==> config.mk <==
export PLATFORM = sky130hd
export DESIGN_NAME = eps_encoder_top
export DESIGN_NICKNAME = d
export VERILOG_FILES = /design/src/eps_pkg.sv /design/src/eps_frame_if.sv /design/src/eps_sdo_decode.sv /design/src/eps_wrap_add.sv /design/src/eps_encoder_top.sv
export VERILOG_INCLUDE_DIRS = /design/src
export SDC_FILE = /design/constraint.sdc
export NUM_CORES = 1
export LEC_CHECK = 0
export ABC_CLOCK_PERIOD_IN_PS = 17100
export BUFFER_PORTS_ARGS = -buffer_cell sky130_fd_sc_hd__buf_2
export CORE_MARGIN = 4
export CORE_UTILIZATION = 40
export CTS_BUF_LIST = sky130_fd_sc_hd__clkbuf_4
export DETAILED_ROUTE_END_ITERATION = 8
export GPL_TIMING_DRIVEN = 0
export PLACE_DENSITY_LB_ADDON = 0.12
export SLEW_MARGIN = 20
export SYNTH_ARGS = -nofsm -noshare
export SYNTH_HDL_FRONTEND = slang
export SYNTH_SLANG_ARGS = --single-unit
==> constraint.sdc <==
create_clock -name sys_clk -period 17.1 [get_ports sys_clk]
set_input_delay 5.13 -clock sys_clk [delete_from_list [all_inputs] [get_ports sys_clk]]
set_output_delay 5.13 -clock sys_clk [all_outputs]
set_load 0.01 [all_outputs]
==> src/eps_consts.svh <==
// constants for the encoder preset, offset and status block
`ifndef EPS_CONSTS_SVH
`define EPS_CONSTS_SVH

`define EPS_IDX_PRESET 16'h6003
`define EPS_IDX_POSITION 16'h6004
`define EPS_IDX_STATUS 16'h6500
`define EPS_IDX_PHYS_STEPS 16'h6501
`define EPS_IDX_PHYS_TURNS 16'h6502
`define EPS_IDX_ERRORS 16'h6503
`define EPS_IDX_ERR_CAP 16'h6504
`define EPS_IDX_WARNINGS 16'h6505
`define EPS_IDX_WARN_CAP 16'h6506
`define EPS_IDX_OFFSET 16'h6509
`define EPS_IDX_STORE 16'h1010
`define EPS_IDX_RESTORE 16'h1011

`define EPS_SUB_MAIN 8'h00
`define EPS_SUB_CMD 8'h01

`define EPS_CMD_WRITE4 8'h23
`define EPS_CMD_WRITE_ACK 8'h60
`define EPS_CMD_READ 8'h40
`define EPS_CMD_READ4_RESP 8'h43
`define EPS_CMD_READ2_RESP 8'h4b
`define EPS_CMD_ABORT 8'h80

`define EPS_ABORT_BAD_CMD 32'h0504_0001
`define EPS_ABORT_READ_ONLY 32'h0601_0002
`define EPS_ABORT_NO_OBJECT 32'h0602_0000
`define EPS_ABORT_NO_SUB 32'h0609_0011

`define EPS_PHYS_STEPS 32'h0001_0000
`define EPS_PHYS_TURNS 32'h0000_4000

`define EPS_ERR_CAP 16'h0000
`define EPS_WARN_CAP 16'h1000
`define EPS_WARN_FLASH_BIT 12
`define EPS_STAT_DIR_BIT 0
`define EPS_STAT_SCALE_BIT 2

`define EPS_PRESET_RST 32'h0000_0000
`define EPS_OFFSET_RST 32'h0000_0000
`define EPS_WARN_RST 16'h0000

`endif

==> src/eps_pkg.sv <==
// types shared by the encoder preset, offset and status block
`default_nettype none

package eps_pkg;

    typedef enum logic [1:0] {
        EPS_ACC_READ = 2'b00,
        EPS_ACC_WRITE = 2'b01,
        EPS_ACC_BAD = 2'b10
    } eps_access_t;

    typedef struct packed {
        logic [31:0] data;
        logic [7:0] sub;
        logic [15:0] index;
        logic [7:0] cmd;
    } eps_sdo_t;

endpackage

`default_nettype wire

==> src/eps_frame_if.sv <==
// decoded mailbox request travelling from the decoder to the object dictionary
`timescale 1ns/1ps
`default_nettype none

interface eps_frame_if;
    logic valid;
    eps_pkg::eps_sdo_t fields;
    eps_pkg::eps_access_t access;

    modport producer (output valid, output fields, output access);
    modport consumer (input valid, input fields, input access);
endinterface

`default_nettype wire

==> src/eps_sdo_decode.sv <==
// splits an eight-byte mailbox request into command, index, subindex and data
`timescale 1ns/1ps
`default_nettype none
`include "eps_consts.svh"

module eps_sdo_decode (
    input wire logic frame_valid,
    input wire logic [63:0] frame,
    eps_frame_if.producer dec
);
    wire logic [7:0] cmd_byte = frame[7:0];

    // byte 0 command, bytes 1-2 index little-endian, byte 3 subindex, bytes 4-7 data
    assign dec.valid = frame_valid;
    assign dec.fields = frame;
    assign dec.access = (cmd_byte == `EPS_CMD_READ) ? eps_pkg::EPS_ACC_READ :
                        (cmd_byte == `EPS_CMD_WRITE4) ? eps_pkg::EPS_ACC_WRITE :
                        eps_pkg::EPS_ACC_BAD;
endmodule

`default_nettype wire

==> src/eps_wrap_add.sv <==
// position plus preset minus offset, folded into zero to resolution minus one
`timescale 1ns/1ps
`default_nettype none

module eps_wrap_add (
    input wire logic [31:0] position,
    input wire logic [31:0] preset,
    input wire logic [31:0] offset,
    input wire logic [31:0] resolution,
    output logic [31:0] result
);
    wire logic [33:0] raw_sum = {2'b00, position} + {2'b00, preset} - {2'b00, offset};
    wire logic below_zero = raw_sum[33];
    wire logic at_or_above = !below_zero && (raw_sum >= {2'b00, resolution});
    wire logic [33:0] up_sum = raw_sum + {2'b00, resolution};
    wire logic [33:0] down_sum = raw_sum - {2'b00, resolution};

    // operands are each below the resolution, so one fold is enough
    assign result = below_zero ? up_sum[31:0] :
                    at_or_above ? down_sum[31:0] : raw_sum[31:0];
endmodule

`default_nettype wire

==> src/eps_encoder_top.sv <==
// encoder position output stage with preset, captured offset and status objects
//
// Behaviour
// - position out is the read position plus the preset minus the captured offset.
// - with preset and offset at zero the position out equals the read position.
// - executing a preset copies the current encoder position into the captured offset.
// - a four-byte expedited write (23) to the preset is confirmed by 60 echoing index and sub.
// - a read-only 32-bit current position object is served and driven as cyclic data.
// - status bit 0 mirrors the counting direction, 0 rotation_right and 1 rotation_left.
// - status bit 2 mirrors the scaling enable, bits 1 and 3 to 15 read zero.
// - physical steps and turns set the resolution only while scaling is disabled.
// - total hardware resolution is physical steps per turn times physical turns.
// - error bits exist only where supported, and the error capability reads zero.
// - warning capability reads 1000h and bit 12 flags bad parameters loaded from flash.
// - the captured offset is read-only and returns to zero on reset, on factory restore or on a flash load flagged bad.
// - preset and offset reach nonvolatile storage only when the store command runs.
// - the preset applies to the position present in the cycle the value is received.
`timescale 1ns/1ps
`default_nettype none
`include "eps_consts.svh"

module eps_encoder_top (
    input wire logic sys_clk,
    input wire logic rst_n,
    input wire logic [31:0] raw_position,
    input wire logic count_ccw_cfg,
    input wire logic scaling_enable_cfg,
    input wire logic [31:0] scaled_total_range,
    input wire logic mbx_req_valid,
    input wire logic [63:0] mbx_req_data,
    input wire logic flash_load_valid,
    input wire logic flash_params_bad,
    input wire logic [31:0] flash_preset,
    input wire logic [31:0] flash_offset,
    output logic [31:0] position_out,
    output logic mbx_resp_valid,
    output logic [63:0] mbx_resp_data,
    output logic nv_store_pulse,
    output logic [31:0] nv_preset,
    output logic [31:0] nv_offset,
    output logic flash_warning
);
    logic [31:0] preset_value;
    logic [31:0] captured_zero_reference;
    logic [15:0] active_warnings;

    eps_frame_if req_if ();

    eps_sdo_decode u_decode (
        .frame_valid(mbx_req_valid),
        .frame(mbx_req_data),
        .dec(req_if)
    );

    // resolution in force
    wire logic [63:0] hw_product = {32'h0000_0000, `EPS_PHYS_STEPS}
                                   * {32'h0000_0000, `EPS_PHYS_TURNS};
    wire logic [31:0] hw_total = hw_product[31:0];
    wire logic [31:0] active_res = scaling_enable_cfg ? scaled_total_range : hw_total;

    wire logic [31:0] next_position;

    eps_wrap_add u_wrap (
        .position(raw_position),
        .preset(preset_value),
        .offset(captured_zero_reference),
        .resolution(active_res),
        .result(next_position)
    );

    // read-only objects
    wire logic [15:0] operating_status = {13'h0000, scaling_enable_cfg, 1'b0, count_ccw_cfg};
    wire logic [15:0] error_capability = `EPS_ERR_CAP;
    wire logic [15:0] active_errors = 16'h0000 & error_capability;
    wire logic [15:0] warning_capability = `EPS_WARN_CAP;

    // request fields
    wire logic [15:0] idx = req_if.fields.index;
    wire logic [7:0] sub = req_if.fields.sub;
    wire logic [31:0] wdata = req_if.fields.data;
    wire logic is_read = req_if.access == eps_pkg::EPS_ACC_READ;
    wire logic is_write = req_if.access == eps_pkg::EPS_ACC_WRITE;
    wire logic bad_cmd = req_if.access == eps_pkg::EPS_ACC_BAD;

    wire logic is_preset = idx == `EPS_IDX_PRESET;
    wire logic is_pos = idx == `EPS_IDX_POSITION;
    wire logic is_stat = idx == `EPS_IDX_STATUS;
    wire logic is_steps = idx == `EPS_IDX_PHYS_STEPS;
    wire logic is_turns = idx == `EPS_IDX_PHYS_TURNS;
    wire logic is_err = idx == `EPS_IDX_ERRORS;
    wire logic is_errcap = idx == `EPS_IDX_ERR_CAP;
    wire logic is_warn = idx == `EPS_IDX_WARNINGS;
    wire logic is_warncap = idx == `EPS_IDX_WARN_CAP;
    wire logic is_offset = idx == `EPS_IDX_OFFSET;
    wire logic is_store = idx == `EPS_IDX_STORE;
    wire logic is_restore = idx == `EPS_IDX_RESTORE;

    wire logic is_cmd_obj = is_store || is_restore;
    wire logic known = is_preset || is_pos || is_stat || is_steps || is_turns || is_err
                       || is_errcap || is_warn || is_warncap || is_offset || is_cmd_obj;
    wire logic sub_ok = is_cmd_obj ? (sub == `EPS_SUB_CMD) : (sub == `EPS_SUB_MAIN);
    wire logic writable = is_preset || is_cmd_obj;
    wire logic short_obj = is_stat || is_err || is_errcap || is_warn || is_warncap;
    wire logic req_ok = !bad_cmd && known && sub_ok && (is_read || writable);

    // object read selection
    wire logic [31:0] read_word =
        is_preset ? preset_value :
        is_pos ? position_out :
        is_stat ? {16'h0000, operating_status} :
        is_steps ? `EPS_PHYS_STEPS :
        is_turns ? `EPS_PHYS_TURNS :
        is_err ? {16'h0000, active_errors} :
        is_errcap ? {16'h0000, error_capability} :
        is_warn ? {16'h0000, active_warnings} :
        is_warncap ? {16'h0000, warning_capability} :
        is_offset ? captured_zero_reference : 32'h0000_0000;

    wire logic [31:0] abort_code =
        bad_cmd ? `EPS_ABORT_BAD_CMD :
        !known ? `EPS_ABORT_NO_OBJECT :
        !sub_ok ? `EPS_ABORT_NO_SUB : `EPS_ABORT_READ_ONLY;

    wire logic [7:0] resp_cmd =
        !req_ok ? `EPS_CMD_ABORT :
        is_write ? `EPS_CMD_WRITE_ACK :
        short_obj ? `EPS_CMD_READ2_RESP : `EPS_CMD_READ4_RESP;

    wire logic [31:0] resp_word = !req_ok ? abort_code : is_write ? 32'h0000_0000 : read_word;
    wire logic [63:0] next_resp = {resp_word, sub, idx, resp_cmd};

    // write effects
    wire logic wr_ok = req_if.valid && is_write && req_ok;
    wire logic preset_exec = wr_ok && is_preset;
    wire logic store_exec = wr_ok && is_store;
    wire logic restore_exec = wr_ok && is_restore;

    // power-on load, preset execution and factory restore
    always_ff @(posedge sys_clk or negedge rst_n)
    begin
        if (!rst_n)
        begin
            preset_value <= `EPS_PRESET_RST;
            captured_zero_reference <= `EPS_OFFSET_RST;
        end
        else if (flash_load_valid)
        begin
            preset_value <= flash_params_bad ? `EPS_PRESET_RST : flash_preset;
            captured_zero_reference <= flash_params_bad ? `EPS_OFFSET_RST : flash_offset;
        end
        else if (preset_exec)
        begin
            preset_value <= wdata;
            captured_zero_reference <= raw_position;
        end
        else if (restore_exec)
        begin
            preset_value <= `EPS_PRESET_RST;
            captured_zero_reference <= `EPS_OFFSET_RST;
        end
    end

    // warning flag from the flash load
    always_ff @(posedge sys_clk or negedge rst_n)
    begin
        if (!rst_n)
        begin
            active_warnings <= `EPS_WARN_RST;
            flash_warning <= 1'b0;
        end
        else if (flash_load_valid)
        begin
            active_warnings <= {3'b000, flash_params_bad, 12'h000} & `EPS_WARN_CAP;
            flash_warning <= flash_params_bad;
        end
    end

    // cyclic position and mailbox answer
    always_ff @(posedge sys_clk or negedge rst_n)
    begin
        if (!rst_n)
        begin
            position_out <= 32'h0000_0000;
            mbx_resp_valid <= 1'b0;
            mbx_resp_data <= 64'h0000_0000_0000_0000;
        end
        else
        begin
            position_out <= next_position;
            mbx_resp_valid <= req_if.valid;
            if (req_if.valid)
                mbx_resp_data <= next_resp;
        end
    end

    // snapshot to nonvolatile storage on the store command
    always_ff @(posedge sys_clk or negedge rst_n)
    begin
        if (!rst_n)
        begin
            nv_store_pulse <= 1'b0;
            nv_preset <= `EPS_PRESET_RST;
            nv_offset <= `EPS_OFFSET_RST;
        end
        else
        begin
            nv_store_pulse <= store_exec;
            if (store_exec)
            begin
                nv_preset <= preset_value;
                nv_offset <= captured_zero_reference;
            end
        end
    end

    // checks
    logic [31:0] chk_raw;
    logic [31:0] chk_pre;
    logic [31:0] chk_off;
    logic [31:0] chk_res;

    always_ff @(posedge sys_clk or negedge rst_n)
    begin
        if (!rst_n)
        begin
            chk_raw <= 32'h0000_0000;
            chk_pre <= 32'h0000_0000;
            chk_off <= 32'h0000_0000;
            chk_res <= 32'h0000_0000;
        end
        else
        begin
            chk_raw <= raw_position;
            chk_pre <= preset_value;
            chk_off <= captured_zero_reference;
            chk_res <= active_res;
        end
    end

    wire logic [35:0] chk_diff = {4'h0, position_out} + {4'h0, chk_off} - {4'h0, chk_pre}
                                 - {4'h0, chk_raw};
    wire logic [35:0] chk_res_w = {4'h0, chk_res};
    wire logic [35:0] chk_neg_res = 36'h0_0000_0000 - chk_res_w;
endmodule

`default_nettype wire

* Yosys cells after proc, flatten, opt, wreduce, memory -nomap -nowiden *
Cells that the tools add are included.

cells by class
  $add $sub $neg = 4
  magnitude comparators = 1
  equality and inequality tests = 17
  mux-type cells = 31
  reductions and logical operators = 31

operators by type and width
  operator                number
  $mux W32                22
  $eq A16 B15 Y1 const B  10
  $mux W20                2
  $ge A34 B32 Y1          1
  $sub A33 B32 Y34        1
  $add A32 B32 Y33        1
  $add A32 B32 Y32        1
  $eq A16 B13 Y1 const B  2
  $sub A32 B32 Y32        1
  $mux W26                1
  $logic_or A1 B1 Y1      17
  $logic_and A1 B1 Y1     9
  $eq A8 B1 Y1 const B    1
  $eq A8 B6 Y1 const B    1
  $eq A8 B7 Y1 const B    1
  $logic_not A8 Y1        1
  $mux W8                 1
  $mux W6                 1
  $mux W2                 2
  $mux W4                 1
  $reduce_bool A3 Y1      1
  $eq A2 B1 Y1 const B    1
  $eq A2 B2 Y1 const B    1
  $logic_not A1 Y1        2
  2 further kinds         2

word-level totals
  bits in registers = 227
  output and inout bits = 163
  logic and storage cells = 93

* Logic depth before layout (Yosys ltp) *
Gate-level depths: netlist of run 1.

  word-level depth = 19
  depth in mapped cells = 28

* Cells and area by module *
From an unflattened synthesis of run 1, not the netlist that was laid out.

unflattened totals
  cell total of the unflattened synthesis = 1822
  area total of the unflattened synthesis = 16881.2 um^2

by module, submodules not included
  module           instances  cells each  area each (um^2)  sequential area each (um^2)
  eps_encoder_top  1          718         9510.4            5605.4
  eps_wrap_add     1          1034        6845.3            0.0
  eps_sdo_decode   1          70          525.5             0.0

* Least setup slack after synthesis of run 1 *
No wires, ideal clock.

  path type = input to register
  start = input raw_position[1]
  end = register position_out[31]
  library setup time = 0.143 ns
  data arrival time = 10.082 ns
  data required time = 16.957 ns
  slack = 6.876 ns
  cell stages on the path = 25
  path buffers = 1
  cell sequence = inv_1 fa_1 inv_1 fa_1 a211oi_1 o211ai_1 nand2_1 nor2_1 o21a_1 o21a_1 nor4_1 nor3_1 xor2_1 ha_1 buf_2 and3b_1 and4_1 a221oi_1 o21ai_1 a221o_1 a41oi_1 o2111ai_1 a21o_1 a2111oi_0 a311oi_1

on the way
  longest elaborated chain between the ends = 6
  elaborated cells between the ends (all ways) = 9
  classes of those cells = 4 x add/sub; 1 x order compare; 2 x mux; 2 x reduce/logical

RTL lines
  element                                             RTL line                source
  start, declared                                     eps_encoder_top.sv:25   input wire logic [31:0] raw_position,
  $add A32 B32 Y33 *                                  eps_wrap_add.sv:12      wire logic [33:0] raw_sum = {2'b00, position} + {2'b00, preset} - {2'b00, offset};
  $sub A33 B32 Y34 *                                  eps_wrap_add.sv:12
  $ge A34 B32 Y1 or $logic_not A1 Y1 (tied branches)  eps_wrap_add.sv:14      wire logic at_or_above = !below_zero && (raw_sum >= {2'b00, resolution});
  $logic_and A1 B1 Y1                                 eps_wrap_add.sv:14
  $mux W32                                            eps_wrap_add.sv:20      at_or_above ? down_sum[31:0] : raw_sum[31:0];
  $mux W32 *                                          eps_wrap_add.sv:19      assign result = below_zero ? up_sum[31:0] :
  net next_position[31]                               eps_encoder_top.sv:61   wire logic [31:0] next_position;
  end signal, assigned                                eps_encoder_top.sv:189  position_out <= next_position;
  end, declared                                       eps_encoder_top.sv:35   output logic [31:0] position_out,

The timed path passes the listed nets; every way through them passes the cells marked *.
A chain may end at the register's enable or synchronous reset.

* Final worst setup path of run 1 *
  start = input raw_position[2]
  end = register position_out[26]

Same word-level chain as after synthesis.

==> flow_metrics.tcl, run 1 <==
set metrics [dict create \
    cts_hold_buf 0 \
    drc_errors 0 \
    maxCapViolCount 0 \
    final_nets 2423 \
    layout_commonest_cell "buf_2" \
    async_reset_ff_frac 1.00 \
    syn_to_final_growth_pct 20.5 \
    grt_antenna_before_repair 11 \
    yosysWarnings 0 \
    hold_path.startpoint "mbx_resp_data[58]" \
    hold_viol_final 0 \
    numCtsBuffers 59 \
    grt_max_degree 96 \
    regArea_sq_um 5610 \
    netlist_area_sq_um 15900 \
    coreArea_sq_um 39000 \
    crit_arrival_ns 12.12 \
    drt-total-wl_mm 61.3 \
    synth_edf_count 0 \
    postCtsSetupBuffers 0 \
    die_area_sq_um 43100 \
    place.gp.congestion 0.947 \
    die_w_microns 208 \
    layout_common_cells "buf_2, dfrtp_1, inv_1" \
    cp-end-kind "flop" \
    yosysTopAreaCellShare 0.351 \
    yosys.area.top_type "dfrtp_1" \
    fin_setup_tns_ns 0 \
    dp_hpwl_mm 48.7 \
    fmax_ghz 0.0864 \
    grt_pass1_vias 15100 \
    timing.reg2reg.setup_slack_ns 9.66 \
    p_per_area_nw_per_um2 137 \
    grt_pass1_wl_mm 92.1 \
    via_count 15300 \
    io_buffers 358 \
    clockBufferDepth 3 \
    viasPerCell 5.73 \
    status "completed" \
    crit-reg2reg-launch "preset_value[2]" \
    hold_path_depth 1 \
    io-pin-count 362 \
    place_area_sq_um 18500 \
    leakagePower_nw 9.76 \
    finalSetupViolCount 0 \
    crit_fanout 10 \
    synth_area_leaders "dfrtp_1, ha_1, a221o_1, mux2_4, inv_1" \
    synthFlopType "dfrtp_1" \
    rows 72 \
    die_h_microns 208 \
    cts-root-buf "clkbuf_4" \
    crit_required_ns 17.65 \
    clock-sinks 224 \
    fin_crit_ns 11.57 \
    first_pass_iters 6 \
    final_antenna_net_count 0 \
    avgSynthCellArea_sq_um 9.54 \
    reg2regPathDepth 26 \
    startpoint_type "input pin" \
    ys_seq_area_frac 0.351 \
    rsz0062_at_grt "false" \
    final-max-slew-violation-count 0 \
    multi_input_area_sq_um 9210 \
    start_util 0.409 \
    drtIter0Drc 1410 \
    design_area_sq_um 19200 \
    nFillCells 3774 \
    tritoncts "done" \
    gr-total-overflow 0 \
    skew_ns 0.0374 \
    grt_util_all_layers 0.271 \
    min_period_over_period 0.676 \
    drt-wirelength-per-cell_microns 23.0 \
    whs_endpoint "mbx_resp_data[58]" \
    ir_worst_vdd_v 0.0000725 \
    clk_latency_ns 0.72 \
    drive_above_1_share 0.266 \
    worst_pin_slew_ns 1.17 \
    timing.rr.end "position_out[26]" \
    synth_cell_types 76 \
    worst-setup-path-type "input pin to flop" \
    path_clk_slew_ns 0.08 \
    cts_resized 0 \
    syn_inst 1672 \
    holdCritPathClass "flop to flop" \
    htreeDepth 2 \
    ys_ff_latch 224 \
    max-slew-margin-rel 0.216 \
]
## per-stage QoR
stage	hold WS, ns	instances	utilization	worst slack [ns]	power [mW]
after floorplan	0.503	1673	-	6.88	1.64
after global placement	0.460	2549	0.472	5.09	2.13
after detailed placement	0.466	2551	0.473	5.09	2.14
after CTS	0.482	2659	0.492	5.85	2.62
after global routing	0.498	2667	0.493	5.28	2.82
final	0.480	2667	0.493	5.53	2.64
## where the power goes
part	internal [mW]	switching, mW
clock network	0.231	0.236
registers	0.594	0.0701
logic	0.541	0.968
total	1.37	1.27
## state kept, by name, indices dropped and copies added (netlist names), 32 cells and up
| name | count |
|---|---|
| captured_zero_reference | 32 |
| nv_offset | 32 |
| position_out | 32 |
| mbx_resp_data | 61 |
| nv_preset | 32 |
| preset_value | 32 |
## critical path, stage by stage
cell      delay, ns
buf_2          0.11
inv_1          0.06
fa_1           0.52
inv_1          0.04
ha_1           0.37
o21ai_0        0.14
o21ai_0        0.24
a31oi_1        0.24
o211ai_1       0.59
nand2_1        0.16
a21oi_1        0.24
nand3_1        0.11
nand2_1        0.09
xor2_1         0.35
ha_1           0.36
nand2b_1       0.15
a221oi_1       0.09
o41a_1         0.36
a221o_1        0.39
a31o_2         0.25
o21ai_0        0.41
and3_1         0.40
buf_2          0.35
nand2_1        0.14
clkbuf_1       0.38
o22ai_1        0.30
a21oi_1        0.13
## worst max path at each step
stage | start | to | slack [ns]
floorplan | raw_position[1] | position_out[31] | 6.88
global placement | raw_position[2] | position_out[22] | 5.09
detailed placement | raw_position[2] | position_out[26] | 5.09
CTS | raw_position[2] | position_out[26] | 5.85
global route | raw_position[2] | position_out[26] | 5.28
finish | raw_position[2] | position_out[26] | 5.53
## metal layers
layer,vias to the layer above,share of wire,global-route usage
li1,6978,-,-
met1,7537,0.42,0.364
met2,659,0.47,0.448
met3,107,0.074,0.0488
met4,6,0.029,0.0877
met5,-,0.00057,0
## cells in the mapped netlist, types with 9 or more instances
master / n
xor2_1: 13
a21o_1: 28
nor2b_1: 12
and3_1: 11
o21a_1: 17
and2_1: 95
mux2_2: 41
fa_1: 34
o21ai_0: 64
a211oi_1: 11
nand2_1: 75
mux2_4: 49
o22ai_1: 9
nor3b_1: 9
nand3_1: 29
a31oi_1: 15
o21bai_1: 16
a222oi_1: 30
buf_2: 11
a221o_1: 76
ha_1: 96
a22o_1: 9
nor2_1: 98
a21oi_1: 87
o2bb2ai_1: 22
o31ai_1: 12
inv_1: 195
nor4_1: 15
o211ai_1: 19
nor3_1: 24
xnor2_1: 17
nand2b_1: 21
clkbuf_1: 65
dfrtp_1: 224
## area by class of cell
cell class	count	share of cell area
diodes	8	0.00104
plain buffers	91	0.0214
clock buffers	72	0.0281
clock inverters	36	0.0102
inverters	195	0.0381
multi-input cells	1163	0.479
flip-flops and latches	224	0.292
well taps	518	0.0337
repair buffers	360	0.0966
## kinds of logic (layout without fill, tap and decap cells)
family | count (synthesis) | count (layout) | share of synthesized area
fa+ha+maj | 130 | 130 | 0.118
buf+inv | 286 | 754 | 0.0717
mux | 91 | 91 | 0.0757
flops | 224 | 224 | 0.351
xor+xnor | 30 | 30 | 0.0165
simple gates | 429 | 429 | 0.142
compound gates | 481 | 481 | 0.225
other cells | 1 | 10 | 0.000235
Note: power is estimated with default switching activity, not from simulation.
==> run 2, diff against run 1 <==
- ABC_AREA: unset -> 1
- ABC_CLOCK_PERIOD_IN_PS: 17100 -> 9800
- clock period: 17.1 -> 9.8 ns (I/O delays scaled with it)
==> flow_metrics.tcl, run 2 <==
set metrics [dict create \
    grt_pass1_vias 19600 \
    layout_commonest_cell "nand2_1" \
    io-pin-count 362 \
    yosys.area.top_type "dfrtp_1" \
    slowest_stage "fa_1" \
    path_clk_slew_ns 0.07 \
    timing.rr.end "position_out[15]" \
    syn_inst 2679 \
    syn_to_final_growth_pct 18.3 \
    crit_required_ns 10.44 \
    synth_cell_types 48 \
    cp-end-kind "flop" \
    worst_pin_slew_ns 1.07 \
    drtIter0Drc 1761 \
    fin_crit_ns 8.18 \
    min_period_over_period 0.834 \
    die_h_microns 220 \
    postCtsSetupBuffers 0 \
    setup_ws_ns 1.62 \
    rows 77 \
    drt-total-wl_mm 82.5 \
    rsz0062_at_grt "false" \
    final_nets 3429 \
    synth_common_cells "nand2_1, inv_1, nor2_1, nand3_1, dfrtp_1" \
    fin_setup_tns_ns 0 \
    synthFlopType "dfrtp_1" \
    ir_worst_vdd_v 0.000121 \
    first_pass_iters 7 \
    gr-total-overflow 0 \
    cpPeakStageDelay_ns 0.56 \
    drt-wirelength-per-cell_microns 22.0 \
    yosysWarnings 0 \
    status "finished with violations" \
    htreeDepth 2 \
    place_area_sq_um 20700 \
    async_reset_ff_frac 1.00 \
    crit-reg2reg-launch "preset_value[1]" \
    multi_input_area_sq_um 10300 \
    grt_max_degree 89 \
    cts_hold_buf 0 \
    endpoint "position_out[15]" \
    clockBufferDepth 3 \
    startpoint_type "input pin" \
    maxCapViolCount 0 \
    grt_antenna_before_repair 6 \
    ys_seq_area_frac 0.310 \
    reg2regPathDepth 30 \
    start_util 0.407 \
    hold_viol_final 0 \
    yosysTopAreaCellShare 0.310 \
    viasPerCell 5.33 \
    regMostFlops "mbx_resp_data" \
    nFillCells 4790 \
    path_common_cell "nand2_1" \
    synth_area_leaders "dfrtp_1, nand2_1, inv_1, ha_1, nand3_1" \
    finalSetupViolCount 0 \
    numCtsBuffers 57 \
    synth_edf_count 0 \
    grt_util_all_layers 0.329 \
    io_buffers 359 \
    fmax_ghz 0.122 \
    netlist_area_sq_um 18100 \
    layout_common_cells "nand2_1, inv_1, buf_2" \
    max-slew-margin-rel 0.284 \
    leakagePower_nw 11.8 \
    yosysMostFrequentCell "nand2_1" \
    ys_ff_latch 224 \
    final-max-slew-violation-count 0 \
    p_per_area_nw_per_um2 236 \
    drc_errors 4 \
    dp_hpwl_mm 69.9 \
    timing.reg2reg.setup_slack_ns 3.52 \
    drive_above_1_share 0.165 \
    design_area_sq_um 21400 \
    total_power_mw 5.04 \
    final_core_util 0.481 \
    regArea_sq_um 5610 \
    worst-setup-path-type "input pin to flop" \
    clock-sinks 224 \
    largest_reg_flops 61 \
    final_antenna_net_count 0 \
    place_ws_ns 1.03 \
    holdCritPathClass "flop to flop" \
    crit_arrival_ns 8.82 \
    die_w_microns 220 \
    clk_latency_ns 0.76 \
    violations "DRC" \
    place.gp.congestion 0.940 \
    avgSynthCellArea_sq_um 6.74 \
    die_area_sq_um 48600 \
    cts_resized 0 \
    cts-root-buf "clkbuf_4" \
    coreArea_sq_um 44400 \
    via_count 20000 \
    crit_fanout 10 \
    grt_pass1_wl_mm 120 \
    tritoncts "done" \
    skew_ns 0.0475 \
    crit_start "raw_position[2]" \
]
[run 2: changes by cell type in the layout (fill, tap and decap cells not counted), sizes merged, moves of 21 or more]
| cell | previous run | this run |
|---|---|---|
| o21ai | 65 | 181 |
| o2bb2ai | 22 | 0 |
| and2 | 95 | 0 |
| nand4 | 7 | 85 |
| nand2b | 21 | 0 |
| xor2 | 13 | 57 |
| a21oi | 87 | 125 |
| a222oi | 30 | 0 |
| nand2 | 75 | 697 |
| nor2 | 98 | 270 |
| a221o | 76 | 0 |
| nand3 | 30 | 240 |
| inv | 196 | 441 |
| mux2 | 90 | 0 |
[run 2: per-layer routing]
layer | routed length [microns] | GRT usage | vias up
met3 | 5760 | 0.0471 | 157
li1 | - | - | 9475
met1 | 31600 | 0.389 | 9467
met4 | 3660 | 0.141 | 4
met5 | 23 | 0 | -
met2 | 41400 | 0.595 | 850
[run 2: cell type report]
type / count / share of cell area
timing repair buffer: 361 / 0.0871
multi-input combinational: 1913 / 0.483
clock inverter: 29 / 0.00580
clock buffer: 76 / 0.0267
inverter: 440 / 0.0773
tap: 592 / 0.0347
antenna: 4 / 0.000468
sequential: 224 / 0.262
buffer: 103 / 0.0228
[run 2: stage by stage]
stage                     hold WS [ns]  instances
after floorplan                  0.479       2680
after global placement           0.449       3631
after detailed placement         0.455       3633
after CTS                        0.471       3738
after global routing             0.504       3741
final                            0.473       3742
[run 2: worst max-delay path: cells and delay by family]
kind | cells | cell delay, ns
fa+ha+maj | 3 | 1.24
simple gates | 16 | 2.32
buf+inv | 8 | 1.09
xor+xnor | 1 | 0.32
compound gates | 3 | 0.90
[run 2: logic make-up (layout without fill, tap and decap cells)]
kind of cell	after synthesis	in the layout	share of synthesized area
AOI/OAI and AO/OA	406	406	0.127
other	1	6	0.000208
buffers and inverters	543	1009	0.118
adders and majority gates	130	130	0.104
xor gates and xnor gates	63	63	0.0306
DFF	224	224	0.310
and+or+nand+nor	1312	1312	0.309
[run 2: how the worst min path moves through the flow]
| stage | startpoint | endpoint | slack (ns) | depth (start not counted) |
|---|---|---|---|---|
| 2_1_floorplan | preset_value[0] | preset_value[0] | 0.48 | 2 |
| 3_3_place_gp | mbx_resp_data[16] | mbx_resp_data[16] | 0.45 | 2 |
| 3_5_place_dp | mbx_resp_data[19] | mbx_resp_data[19] | 0.46 | 2 |
| 4_1_cts | mbx_resp_data[19] | mbx_resp_data[19] | 0.47 | 2 |
| 5_1_grt | mbx_resp_data[20] | mbx_resp_data[20] | 0.50 | 2 |
| 6_report | mbx_resp_data[19] | mbx_resp_data[19] | 0.47 | 2 |
[run 2: report_power, final]
| part | switching, mW | internal (mW) | total, mW |
|---|---|---|---|
| registers | 0.151 | 1.04 | 1.19 |
| logic | 2.15 | 0.920 | 3.07 |
| clock network | 0.425 | 0.365 | 0.790 |
| total | 2.72 | 2.32 | 5.04 |
